--- src/tric_pkg.sv ---
// Register map, reset values and field positions of the ROI and integration configuration
package tric_pkg;
    localparam int       ADDR_W         = 8;
    localparam int       DATA_W         = 8;
    localparam int       LEN_W          = 16;
    localparam int       MULT_W         = 10;
    localparam int       MULT_HI_W      = 2;
    localparam int       EXPO_W         = 27;
    localparam int       ROW_REG_W      = 8;

    localparam logic [7:0] OFF_ROW_CTRL = 8'h92;
    localparam logic [7:0] OFF_MODE     = 8'h94;
    localparam logic [7:0] OFF_LX_HI    = 8'h96;
    localparam logic [7:0] OFF_LX_LO    = 8'h97;
    localparam logic [7:0] OFF_RX_HI    = 8'h98;
    localparam logic [7:0] OFF_RX_LO    = 8'h99;
    localparam logic [7:0] OFF_TOP_Y    = 8'h9A;
    localparam logic [7:0] OFF_BOT_Y    = 8'h9B;
    localparam logic [7:0] OFF_L2_HI    = 8'h9E;
    localparam logic [7:0] OFF_L2_LO    = 8'h9F;
    localparam logic [7:0] OFF_MUL_HI   = 8'hA0;
    localparam logic [7:0] OFF_MUL_LO   = 8'hA1;
    localparam logic [7:0] OFF_L1_HI    = 8'hA2;
    localparam logic [7:0] OFF_L1_LO    = 8'hA3;

    localparam logic [7:0] RST_ROW_CTRL = 8'h00;
    localparam logic [7:0] RST_MODE     = 8'h00;
    localparam logic [7:0] RST_LX_HI    = 8'h00;
    localparam logic [7:0] RST_LX_LO    = 8'h04;
    localparam logic [7:0] RST_RX_HI    = 8'h01;
    localparam logic [7:0] RST_RX_LO    = 8'h43;
    localparam logic [7:0] RST_TOP_Y    = 8'h06;
    localparam logic [7:0] RST_BOT_Y    = 8'h7D;
    localparam logic [7:0] RST_L2_HI    = 8'h07;
    localparam logic [7:0] RST_L2_LO    = 8'hFF;
    localparam logic [1:0] RST_MUL_HI   = 2'h0;
    localparam logic [7:0] RST_MUL_LO   = 8'h01;
    localparam logic [7:0] RST_L1_HI    = 8'h07;
    localparam logic [7:0] RST_L1_LO    = 8'hFF;

    localparam int       BIT_DUAL_MODE  = 7;
    localparam int       BIT_L2_ENABLE  = 3;

    localparam logic [7:0] READ_UNMAPPED = 8'h00;
endpackage : tric_pkg

--- src/tric_config.sv ---
// ROI and integration-time configuration register bank with exposure computation
// Summary of operation
// - Mode bit 7 clear selects standard full-resolution mode; set selects dual modes.
// - Four reset-initialised read/write coordinates bound the region of interest.
// - Second integration length counts periods of the second exposure; reset 2047.
// - Second length applies to even rows only while mode bit 7 and row control bit 3 are both set.
// - A 10-bit integration multiplier scales the lengths and resets to 1.
// - One multiplier serves both lengths; host never programs it below 1.
// - First integration length is 16 bits, reset 2047; host keeps it at 7 or more.
// - Exposure equals multiplier times length plus one, in modulation periods.
//
// The strobed register port was decided locally.
`timescale 1ns/1ns
module tric_config
(
    input  wire logic         clk_sys,
    input  wire logic         rst_b,
    input  wire logic [7:0]   addr,
    input  wire logic [7:0]   wr_data,
    input  wire logic         wr_en,
    input  wire logic         rd_en,
    output logic      [7:0]   rd_data,
    output logic              dual_mode,
    output logic      [15:0]  roi_left_x,
    output logic      [15:0]  roi_right_x,
    output logic      [7:0]   roi_top_y,
    output logic      [7:0]   roi_bottom_y,
    output logic      [15:0]  first_length,
    output logic      [15:0]  second_length,
    output logic      [9:0]   exposure_multiplier,
    output logic      [15:0]  even_row_length,
    output logic      [26:0]  exposure_odd,
    output logic      [26:0]  exposure_even
);

    // Upper byte sits at the lower address
    function automatic logic [15:0] join_bytes(input logic [7:0] hi, input logic [7:0] lo);
        join_bytes = {hi, lo};
    endfunction : join_bytes

    // Exposure in modulation periods; 27 bits hold the largest product without wrap
    function automatic logic [26:0] expo(input logic [9:0] mul, input logic [15:0] len);
        logic [26:0] m;
        logic [26:0] l;
        m = {17'h00000, mul};
        l = {11'h000, len} + 27'h0000001;
        expo = 27'(m * l);
    endfunction : expo

    logic [7:0]  row_ctrl_reg,  row_ctrl_next;
    logic [7:0]  mode_reg,      mode_next;
    logic [7:0]  lx_hi_reg,     lx_hi_next;
    logic [7:0]  lx_lo_reg,     lx_lo_next;
    logic [7:0]  rx_hi_reg,     rx_hi_next;
    logic [7:0]  rx_lo_reg,     rx_lo_next;
    logic [7:0]  top_y_reg,     top_y_next;
    logic [7:0]  bot_y_reg,     bot_y_next;
    logic [7:0]  l2_hi_reg,     l2_hi_next;
    logic [7:0]  l2_lo_reg,     l2_lo_next;
    logic [1:0]  mul_hi_reg,    mul_hi_next;
    logic [7:0]  mul_lo_reg,    mul_lo_next;
    logic [7:0]  l1_hi_reg,     l1_hi_next;
    logic [7:0]  l1_lo_reg,     l1_lo_next;
    logic [7:0]  rd_data_reg,   rd_data_next;
    logic [15:0] even_len_reg,  even_len_next;
    logic [26:0] expo_odd_reg,  expo_odd_next;
    logic [26:0] expo_even_reg, expo_even_next;
    logic [15:0] len1_w;
    logic [15:0] len2_w;
    logic [9:0]  mul_w;

    assign len1_w = join_bytes(l1_hi_reg, l1_lo_reg);
    assign len2_w = join_bytes(l2_hi_reg, l2_lo_reg);
    assign mul_w  = {mul_hi_reg, mul_lo_reg};

    // Register writes
    always_comb
    begin
        row_ctrl_next = row_ctrl_reg;
        mode_next     = mode_reg;
        lx_hi_next    = lx_hi_reg;
        lx_lo_next    = lx_lo_reg;
        rx_hi_next    = rx_hi_reg;
        rx_lo_next    = rx_lo_reg;
        top_y_next    = top_y_reg;
        bot_y_next    = bot_y_reg;
        l2_hi_next    = l2_hi_reg;
        l2_lo_next    = l2_lo_reg;
        mul_hi_next   = mul_hi_reg;
        mul_lo_next   = mul_lo_reg;
        l1_hi_next    = l1_hi_reg;
        l1_lo_next    = l1_lo_reg;
        if (wr_en)
        begin
            case (addr)
                tric_pkg::OFF_ROW_CTRL: row_ctrl_next = wr_data;
                tric_pkg::OFF_MODE:     mode_next     = wr_data;
                tric_pkg::OFF_LX_HI:    lx_hi_next    = wr_data;
                tric_pkg::OFF_LX_LO:    lx_lo_next    = wr_data;
                tric_pkg::OFF_RX_HI:    rx_hi_next    = wr_data;
                tric_pkg::OFF_RX_LO:    rx_lo_next    = wr_data;
                tric_pkg::OFF_TOP_Y:    top_y_next    = wr_data;
                tric_pkg::OFF_BOT_Y:    bot_y_next    = wr_data;
                tric_pkg::OFF_L2_HI:    l2_hi_next    = wr_data;
                tric_pkg::OFF_L2_LO:    l2_lo_next    = wr_data;
                // Only ten multiplier bits exist; upper bits of the high byte are dropped
                tric_pkg::OFF_MUL_HI:   mul_hi_next   = wr_data[1:0];
                tric_pkg::OFF_MUL_LO:   mul_lo_next   = wr_data;
                tric_pkg::OFF_L1_HI:    l1_hi_next    = wr_data;
                tric_pkg::OFF_L1_LO:    l1_lo_next    = wr_data;
                default:                row_ctrl_next = row_ctrl_reg;
            endcase
        end
    end

    always_ff @(posedge clk_sys)
    begin
        if (!rst_b)
        begin
            row_ctrl_reg <= tric_pkg::RST_ROW_CTRL;
            mode_reg     <= tric_pkg::RST_MODE;
            lx_hi_reg    <= tric_pkg::RST_LX_HI;
            lx_lo_reg    <= tric_pkg::RST_LX_LO;
            rx_hi_reg    <= tric_pkg::RST_RX_HI;
            rx_lo_reg    <= tric_pkg::RST_RX_LO;
            top_y_reg    <= tric_pkg::RST_TOP_Y;
            bot_y_reg    <= tric_pkg::RST_BOT_Y;
            l2_hi_reg    <= tric_pkg::RST_L2_HI;
            l2_lo_reg    <= tric_pkg::RST_L2_LO;
            mul_hi_reg   <= tric_pkg::RST_MUL_HI;
            mul_lo_reg   <= tric_pkg::RST_MUL_LO;
            l1_hi_reg    <= tric_pkg::RST_L1_HI;
            l1_lo_reg    <= tric_pkg::RST_L1_LO;
        end
        else
        begin
            row_ctrl_reg <= row_ctrl_next;
            mode_reg     <= mode_next;
            lx_hi_reg    <= lx_hi_next;
            lx_lo_reg    <= lx_lo_next;
            rx_hi_reg    <= rx_hi_next;
            rx_lo_reg    <= rx_lo_next;
            top_y_reg    <= top_y_next;
            bot_y_reg    <= bot_y_next;
            l2_hi_reg    <= l2_hi_next;
            l2_lo_reg    <= l2_lo_next;
            mul_hi_reg   <= mul_hi_next;
            mul_lo_reg   <= mul_lo_next;
            l1_hi_reg    <= l1_hi_next;
            l1_lo_reg    <= l1_lo_next;
        end
    end

    // Read path and derived sequencer settings
    always_comb
    begin
        rd_data_next = tric_pkg::READ_UNMAPPED;
        if (rd_en)
        begin
            case (addr)
                tric_pkg::OFF_ROW_CTRL: rd_data_next = row_ctrl_reg;
                tric_pkg::OFF_MODE:     rd_data_next = mode_reg;
                tric_pkg::OFF_LX_HI:    rd_data_next = lx_hi_reg;
                tric_pkg::OFF_LX_LO:    rd_data_next = lx_lo_reg;
                tric_pkg::OFF_RX_HI:    rd_data_next = rx_hi_reg;
                tric_pkg::OFF_RX_LO:    rd_data_next = rx_lo_reg;
                tric_pkg::OFF_TOP_Y:    rd_data_next = top_y_reg;
                tric_pkg::OFF_BOT_Y:    rd_data_next = bot_y_reg;
                tric_pkg::OFF_L2_HI:    rd_data_next = l2_hi_reg;
                tric_pkg::OFF_L2_LO:    rd_data_next = l2_lo_reg;
                tric_pkg::OFF_MUL_HI:   rd_data_next = {6'h00, mul_hi_reg};
                tric_pkg::OFF_MUL_LO:   rd_data_next = mul_lo_reg;
                tric_pkg::OFF_L1_HI:    rd_data_next = l1_hi_reg;
                tric_pkg::OFF_L1_LO:    rd_data_next = l1_lo_reg;
                default:                rd_data_next = tric_pkg::READ_UNMAPPED;
            endcase
        end
        // Even rows use length 2 only in dual mode with the enable bit set
        if (mode_reg[tric_pkg::BIT_DUAL_MODE] && row_ctrl_reg[tric_pkg::BIT_L2_ENABLE])
        begin
            even_len_next = len2_w;
        end
        else
        begin
            even_len_next = len1_w;
        end
        // Same multiplier on both lengths; a zero multiplier simply yields zero exposure
        expo_odd_next  = expo(mul_w, len1_w);
        expo_even_next = expo(mul_w, even_len_next);
    end

    always_ff @(posedge clk_sys)
    begin
        if (!rst_b)
        begin
            rd_data_reg   <= tric_pkg::READ_UNMAPPED;
            even_len_reg  <= {tric_pkg::RST_L1_HI, tric_pkg::RST_L1_LO};
            expo_odd_reg  <= 27'h0000000;
            expo_even_reg <= 27'h0000000;
        end
        else
        begin
            rd_data_reg   <= rd_data_next;
            even_len_reg  <= even_len_next;
            expo_odd_reg  <= expo_odd_next;
            expo_even_reg <= expo_even_next;
        end
    end

    assign rd_data             = rd_data_reg;
    assign dual_mode           = mode_reg[tric_pkg::BIT_DUAL_MODE];
    assign roi_left_x          = join_bytes(lx_hi_reg, lx_lo_reg);
    assign roi_right_x         = join_bytes(rx_hi_reg, rx_lo_reg);
    assign roi_top_y           = top_y_reg;
    assign roi_bottom_y        = bot_y_reg;
    assign first_length        = len1_w;
    assign second_length       = len2_w;
    assign exposure_multiplier = mul_w;
    assign even_row_length     = even_len_reg;
    assign exposure_odd        = expo_odd_reg;
    assign exposure_even       = expo_even_reg;

    a_mode_bit_write: assert property (
        @(posedge clk_sys) disable iff (!rst_b)
        (wr_en && addr == tric_pkg::OFF_MODE) |=> (dual_mode == $past(wr_data[7])))
        else $error("Mode bit did not follow write");

    a_roi_hold_value: assert property (
        @(posedge clk_sys) disable iff (!rst_b)
        (!wr_en || (addr != tric_pkg::OFF_TOP_Y && addr != tric_pkg::OFF_BOT_Y))
        |=> $stable(roi_top_y) && $stable(roi_bottom_y))
        else $error("ROI Y changed without a write");

    a_len2_write_hi: assert property (
        @(posedge clk_sys) disable iff (!rst_b)
        (wr_en && addr == tric_pkg::OFF_L2_HI) |=> (second_length[15:8] == $past(wr_data)))
        else $error("Second length high byte wrong");

    a_even_row_select: assert property (
        @(posedge clk_sys) disable iff (!rst_b)
        (dual_mode && row_ctrl_reg[3]) |=> (even_row_length == $past(second_length)))
        else $error("Even rows not using second length");

    a_even_row_default: assert property (
        @(posedge clk_sys) disable iff (!rst_b)
        !(dual_mode && row_ctrl_reg[3]) |=> (even_row_length == $past(first_length)))
        else $error("Even rows not using first length");

    a_mult_width_ten: assert property (
        @(posedge clk_sys) disable iff (!rst_b)
        (wr_en && addr == tric_pkg::OFF_MUL_HI) |=> (exposure_multiplier[9:8] == $past(wr_data[1:0])))
        else $error("Multiplier high bits wrong");

    a_mult_shared_both: assert property (
        @(posedge clk_sys) disable iff (!rst_b)
        (first_length == second_length && dual_mode && row_ctrl_reg[3])
        ##1 $stable(exposure_multiplier) && $stable(first_length) && $stable(second_length)
        |=> (exposure_odd == exposure_even))
        else $error("Lengths equal but exposures differ");

    a_len1_byte_order: assert property (
        @(posedge clk_sys) disable iff (!rst_b)
        (wr_en && addr == tric_pkg::OFF_L1_LO) |=> (first_length[7:0] == $past(wr_data)))
        else $error("First length low byte wrong");

    a_exposure_product: assert property (
        @(posedge clk_sys) disable iff (!rst_b)
        1'b1 |=> (exposure_odd ==
            27'($past(exposure_multiplier)) * (27'($past(first_length)) + 27'h0000001)))
        else $error("Exposure product wrong");

    a_read_one_cycle: assert property (
        @(posedge clk_sys) disable iff (!rst_b)
        (rd_en && addr == tric_pkg::OFF_L1_HI) |=> (rd_data == $past(first_length[15:8])) ##1
        ($past(rd_en) || rd_data == 8'h00))
        else $error("Read data timing wrong");

endmodule : tric_config

--- config.mk ---
export PLATFORM = sky130hd
export DESIGN_NAME = tric_config
export DESIGN_NICKNAME = d
export VERILOG_FILES = /design/src/tric_pkg.sv /design/src/tric_config.sv
export SDC_FILE = /design/constraint.sdc
export NUM_CORES = 1
export LEC_CHECK = 0
export BUFFER_PORTS_ARGS = -buffer_cell sky130_fd_sc_hd__buf_2
export CORE_UTILIZATION = 65
export CTS_CLUSTER_SIZE = 24
export DETAILED_ROUTE_END_ITERATION = 16
export PLACE_DENSITY = 0.87
export SLEW_MARGIN = 20
export SYNTH_ARGS = -nofsm -noshare
export SYNTH_HDL_FRONTEND = slang
export SYNTH_SLANG_ARGS = --single-unit
--- constraint.sdc ---
create_clock -name clk_sys -period 18.57 [get_ports clk_sys]
set_input_delay 0.9285 -clock clk_sys [delete_from_list [all_inputs] [get_ports clk_sys]]
set_output_delay 0.9285 -clock clk_sys [all_outputs]
set_load 0.1 [all_outputs]
==> flow_summary.ini <==
[status]
status = completed

[clocking]
clkLatencyLatePin_ns = 0.46
numCtsBuffers = 17
ctsHoldBuffers = 0
cts.repair.resized = 0
post_cts_buffers = 0
cts_root_buf = clkbuf_16
cts.sinks = 184
path_clk_slew_ns = 0.08
cts_tree = yes
htreeDepth = 4
max-clock-path-buffers = 2

[critical_path]
cp.depth = 20
r2r-start = l1_lo_reg[0]$_SDFFE_PN1P_
r2r_setup_slack_ns = 11.22
slowest_delay_ns = 0.80
reg2reg_depth = 20
cp_num_buf_inv = 3
path_max_fanout = 18
end_kind = flop
critPathRequiredTime_ns = 18.93
cp_top_family = adder cells
crit_slowest_cell = xnor2_1
cp_cell_sequence = ha_1 > and3_1 > nand2_1 > xnor2_1 > nand2_1 > fa_1 > inv_1 > fa_1 > fa_1 > fa_1 > inv_1 > fa_1 > inv_1 > ha_1 > and3_1 > nand2_1 > o31ai_1 > a221oi_1 > xnor2_1 > and2_1
r2r_end = exposure_odd[20]$_SDFF_PN0_
crit_path_start = l1_lo_reg[0]$_SDFFE_PN1P_
criticalPathCategory = flop to flop
cpMostUsedCell = fa_1
cp-endpoint = exposure_odd[20]$_SDFF_PN0_
arrival_ns = 7.70
start_kind = flop

[synth]
synthArstFlopShare_pct = 0
synthFlopType = dfxtp_1
syn_area_um2 = 18900
avgSynthCellArea_um2 = 8.81
synth_edf_count = 0
synth_cells = 2143
synth.distinct_cells = 76
synth-seq-area-share_pct = 19.5
synth_fp_nets = 2524
ys.warnings.count = 0
ys_ff_latch = 184

[timing]
worstMarginPinSlew_ns = 1.05
fin_crit_ns = 7.35
fin_crit_sh_pct = 39.6
rsz0062_at_grt = false
clock_skew_ns = 0.0113
setup_viol = 0
max_freq_ghz = 0.136
slew_headroom_pct = 29.6
setup_tns_ns = 0
hold_viol_final = 0
slew_violations = 0

[detailed_routing]
drc = 0
vias = 15853
wl_per_cell_um = 19.3
ant_nets = 0
routed_wl_um = 50900
routed_via_density = 6.00
first_pass_iters = 6
drtIter0Drc = 1345

[worst_hold_path]
hold_path.class = flop to flop
hp-start = row_ctrl_reg[7]$_SDFFE_PN0P_

[layout]
n_antenna_cell = 0
final_cell_mix = nand2_1 (336), inv_1 (246), fa_1 (236)
layout-drive-gt1-share_pct = 12.2
nets = 2628
stdcell_count = 2644
final_common_cell = nand2_1
syn_to_final_growth_pct = 8.94
utilization_pct = 71.9

[placement]
io_buffer_count = 188
dp.cells = 2612
place_hpwl_um = 37200
place_congestion = 0.945

[grt]
grt.overflow.total = 0
grt_pass1_vias = 15966
grt_pass1_wl_um = 81700
grt_max_degree = 102
grt_use_total_pct = 35.7
grt_antenna_before_repair = 0

[floorplanning]
ios = 189
die_h_um = 172
die_area_um2 = 29700
rows = 62
start_util_pct = 66.0
core_area_um2 = 28600
die_x_um = 172

[pwr]
p_clk_share_pct = 47.3
switchingPower_w = 0.000245
pwr-share-comb_pct = 5.5
p_per_area_nw_per_um2 = 40.8
swShare_pct = 29.1
internal_power_w = 0.000595
ir_drop_mv = 0.0546
p_seq_share_pct = 47.2
p_leak_nw = 10.7

[run]
max_cap_viol_count = 0
-- per-stage QoR --
step / setup WS [ns] / power, W / area, um^2 / hold slack [ns]
6_report: 11.22 / 0.000840 / 20600 / 0.481
5_1_grt: 10.87 / 0.000859 / 20600 / 0.491
4_1_cts: 11.31 / 0.000839 / 20600 / 0.474
3_5_place_dp: 11.39 / 0.000450 / 20000 / 0.463
3_3_place_gp: 11.60 / 0.000450 / 20000 / 0.454
2_1_floorplan: 11.35 / 0.000437 / 18900 / 0.443
-- how the worst min path moves through the flow --
stage          slack (ns)  cells past startpoint                      endpoint
6_report             0.48                      2  row_ctrl_reg[7]$_SDFFE_PN0P_
5_1_grt              0.49                      2  row_ctrl_reg[1]$_SDFFE_PN0P_
4_1_cts              0.47                      2  row_ctrl_reg[6]$_SDFFE_PN0P_
3_5_place_dp         0.46                      2  row_ctrl_reg[6]$_SDFFE_PN0P_
3_3_place_gp         0.45                      2  row_ctrl_reg[7]$_SDFFE_PN0P_
2_1_floorplan        0.44                      2  row_ctrl_reg[0]$_SDFFE_PN0P_
-- power groups by stage --
stage | clock, W | sequential (W) | combinational [W]
6_report | 0.000397 | 0.000396 | 0.0000463
5_1_grt | 0.000414 | 0.000396 | 0.0000484
4_1_cts | 0.000398 | 0.000396 | 0.0000451
3_5_place_dp | 0 | 0.000405 | 0.0000449
3_3_place_gp | 0 | 0.000405 | 0.0000444
2_1_floorplan | 0 | 0.000413 | 0.0000246
-- metal layers --
layer | GRT usage (%) | part of all wire, % | up-vias | routed length [um]
met5 | 0 | 0 | - | 0
met4 | 18.1 | 4.5 | 0 | 2290
met3 | 7.94 | 9.7 | 183 | 4920
met2 | 58.7 | 47 | 890 | 24200
met1 | 44.2 | 38 | 7681 | 19600
li1 | - | - | 7099 | -
-- cell type report --
cell class | instances | area (um^2)
clock buffers | 17 | 425
clock inverters | 15 | 199
fillers | 2150 | 8050
inverters | 246 | 923
multi-input cells | 1593 | 13800
flip-flops and latches | 184 | 3680
well taps | 384 | 480
repair buffers | 205 | 1070
-- worst min-delay path, delay by kind of cell (launching register included) --
kind,cells,cell delay (ns)
simple gates,1,0.05
flops,1,0.32
compound gates,1,0.07
-- synthesized netlist by cell type (5+ instances only) --
library cell / count / area share, %
and2_1: 224 / 7.4
mux2i_1: 70 / 3.7
inv_1: 246 / 4.9
mux2_2: 7 / 0.42
a221oi_1: 5 / 0.23
fa_1: 236 / 25
xnor2_1: 39 / 1.8
a21boi_0: 25 / 0.99
o21bai_1: 8 / 0.32
xor2_1: 25 / 1.2
a211oi_1: 7 / 0.28
a41oi_1: 5 / 0.23
o31ai_1: 5 / 0.20
nor3_1: 12 / 0.32
nand4_1: 13 / 0.43
o21ai_0: 38 / 1.0
o211ai_1: 5 / 0.20
nand3_1: 82 / 2.2
nor2b_1: 65 / 2.2
clkbuf_1: 104 / 2.1
buf_2: 9 / 0.24
a21o_1: 17 / 0.68
nand2_1: 336 / 6.7
ha_1: 125 / 8.3
and3_1: 24 / 0.79
a22oi_1: 14 / 0.56
a22o_1: 14 / 0.65
dfxtp_1: 184 / 20
a31oi_1: 20 / 0.66
nor2_1: 40 / 0.79
a21oi_1: 54 / 1.4
nand2b_1: 7 / 0.23
-- cell families after synthesis --
group,count (synthesis),synth area share [%]
multiplexers,83,4.75
adder cells (fa/ha/maj),361,33.3
AND/OR/NAND/NOR,830,22.5
buffers and inverters,366,7.47
AO/OA/AOI/OAI,248,8.84
flip-flops,184,19.5
XOR/XNOR,71,3.63
No activity file was read; power rests on OpenSTA's default activity.
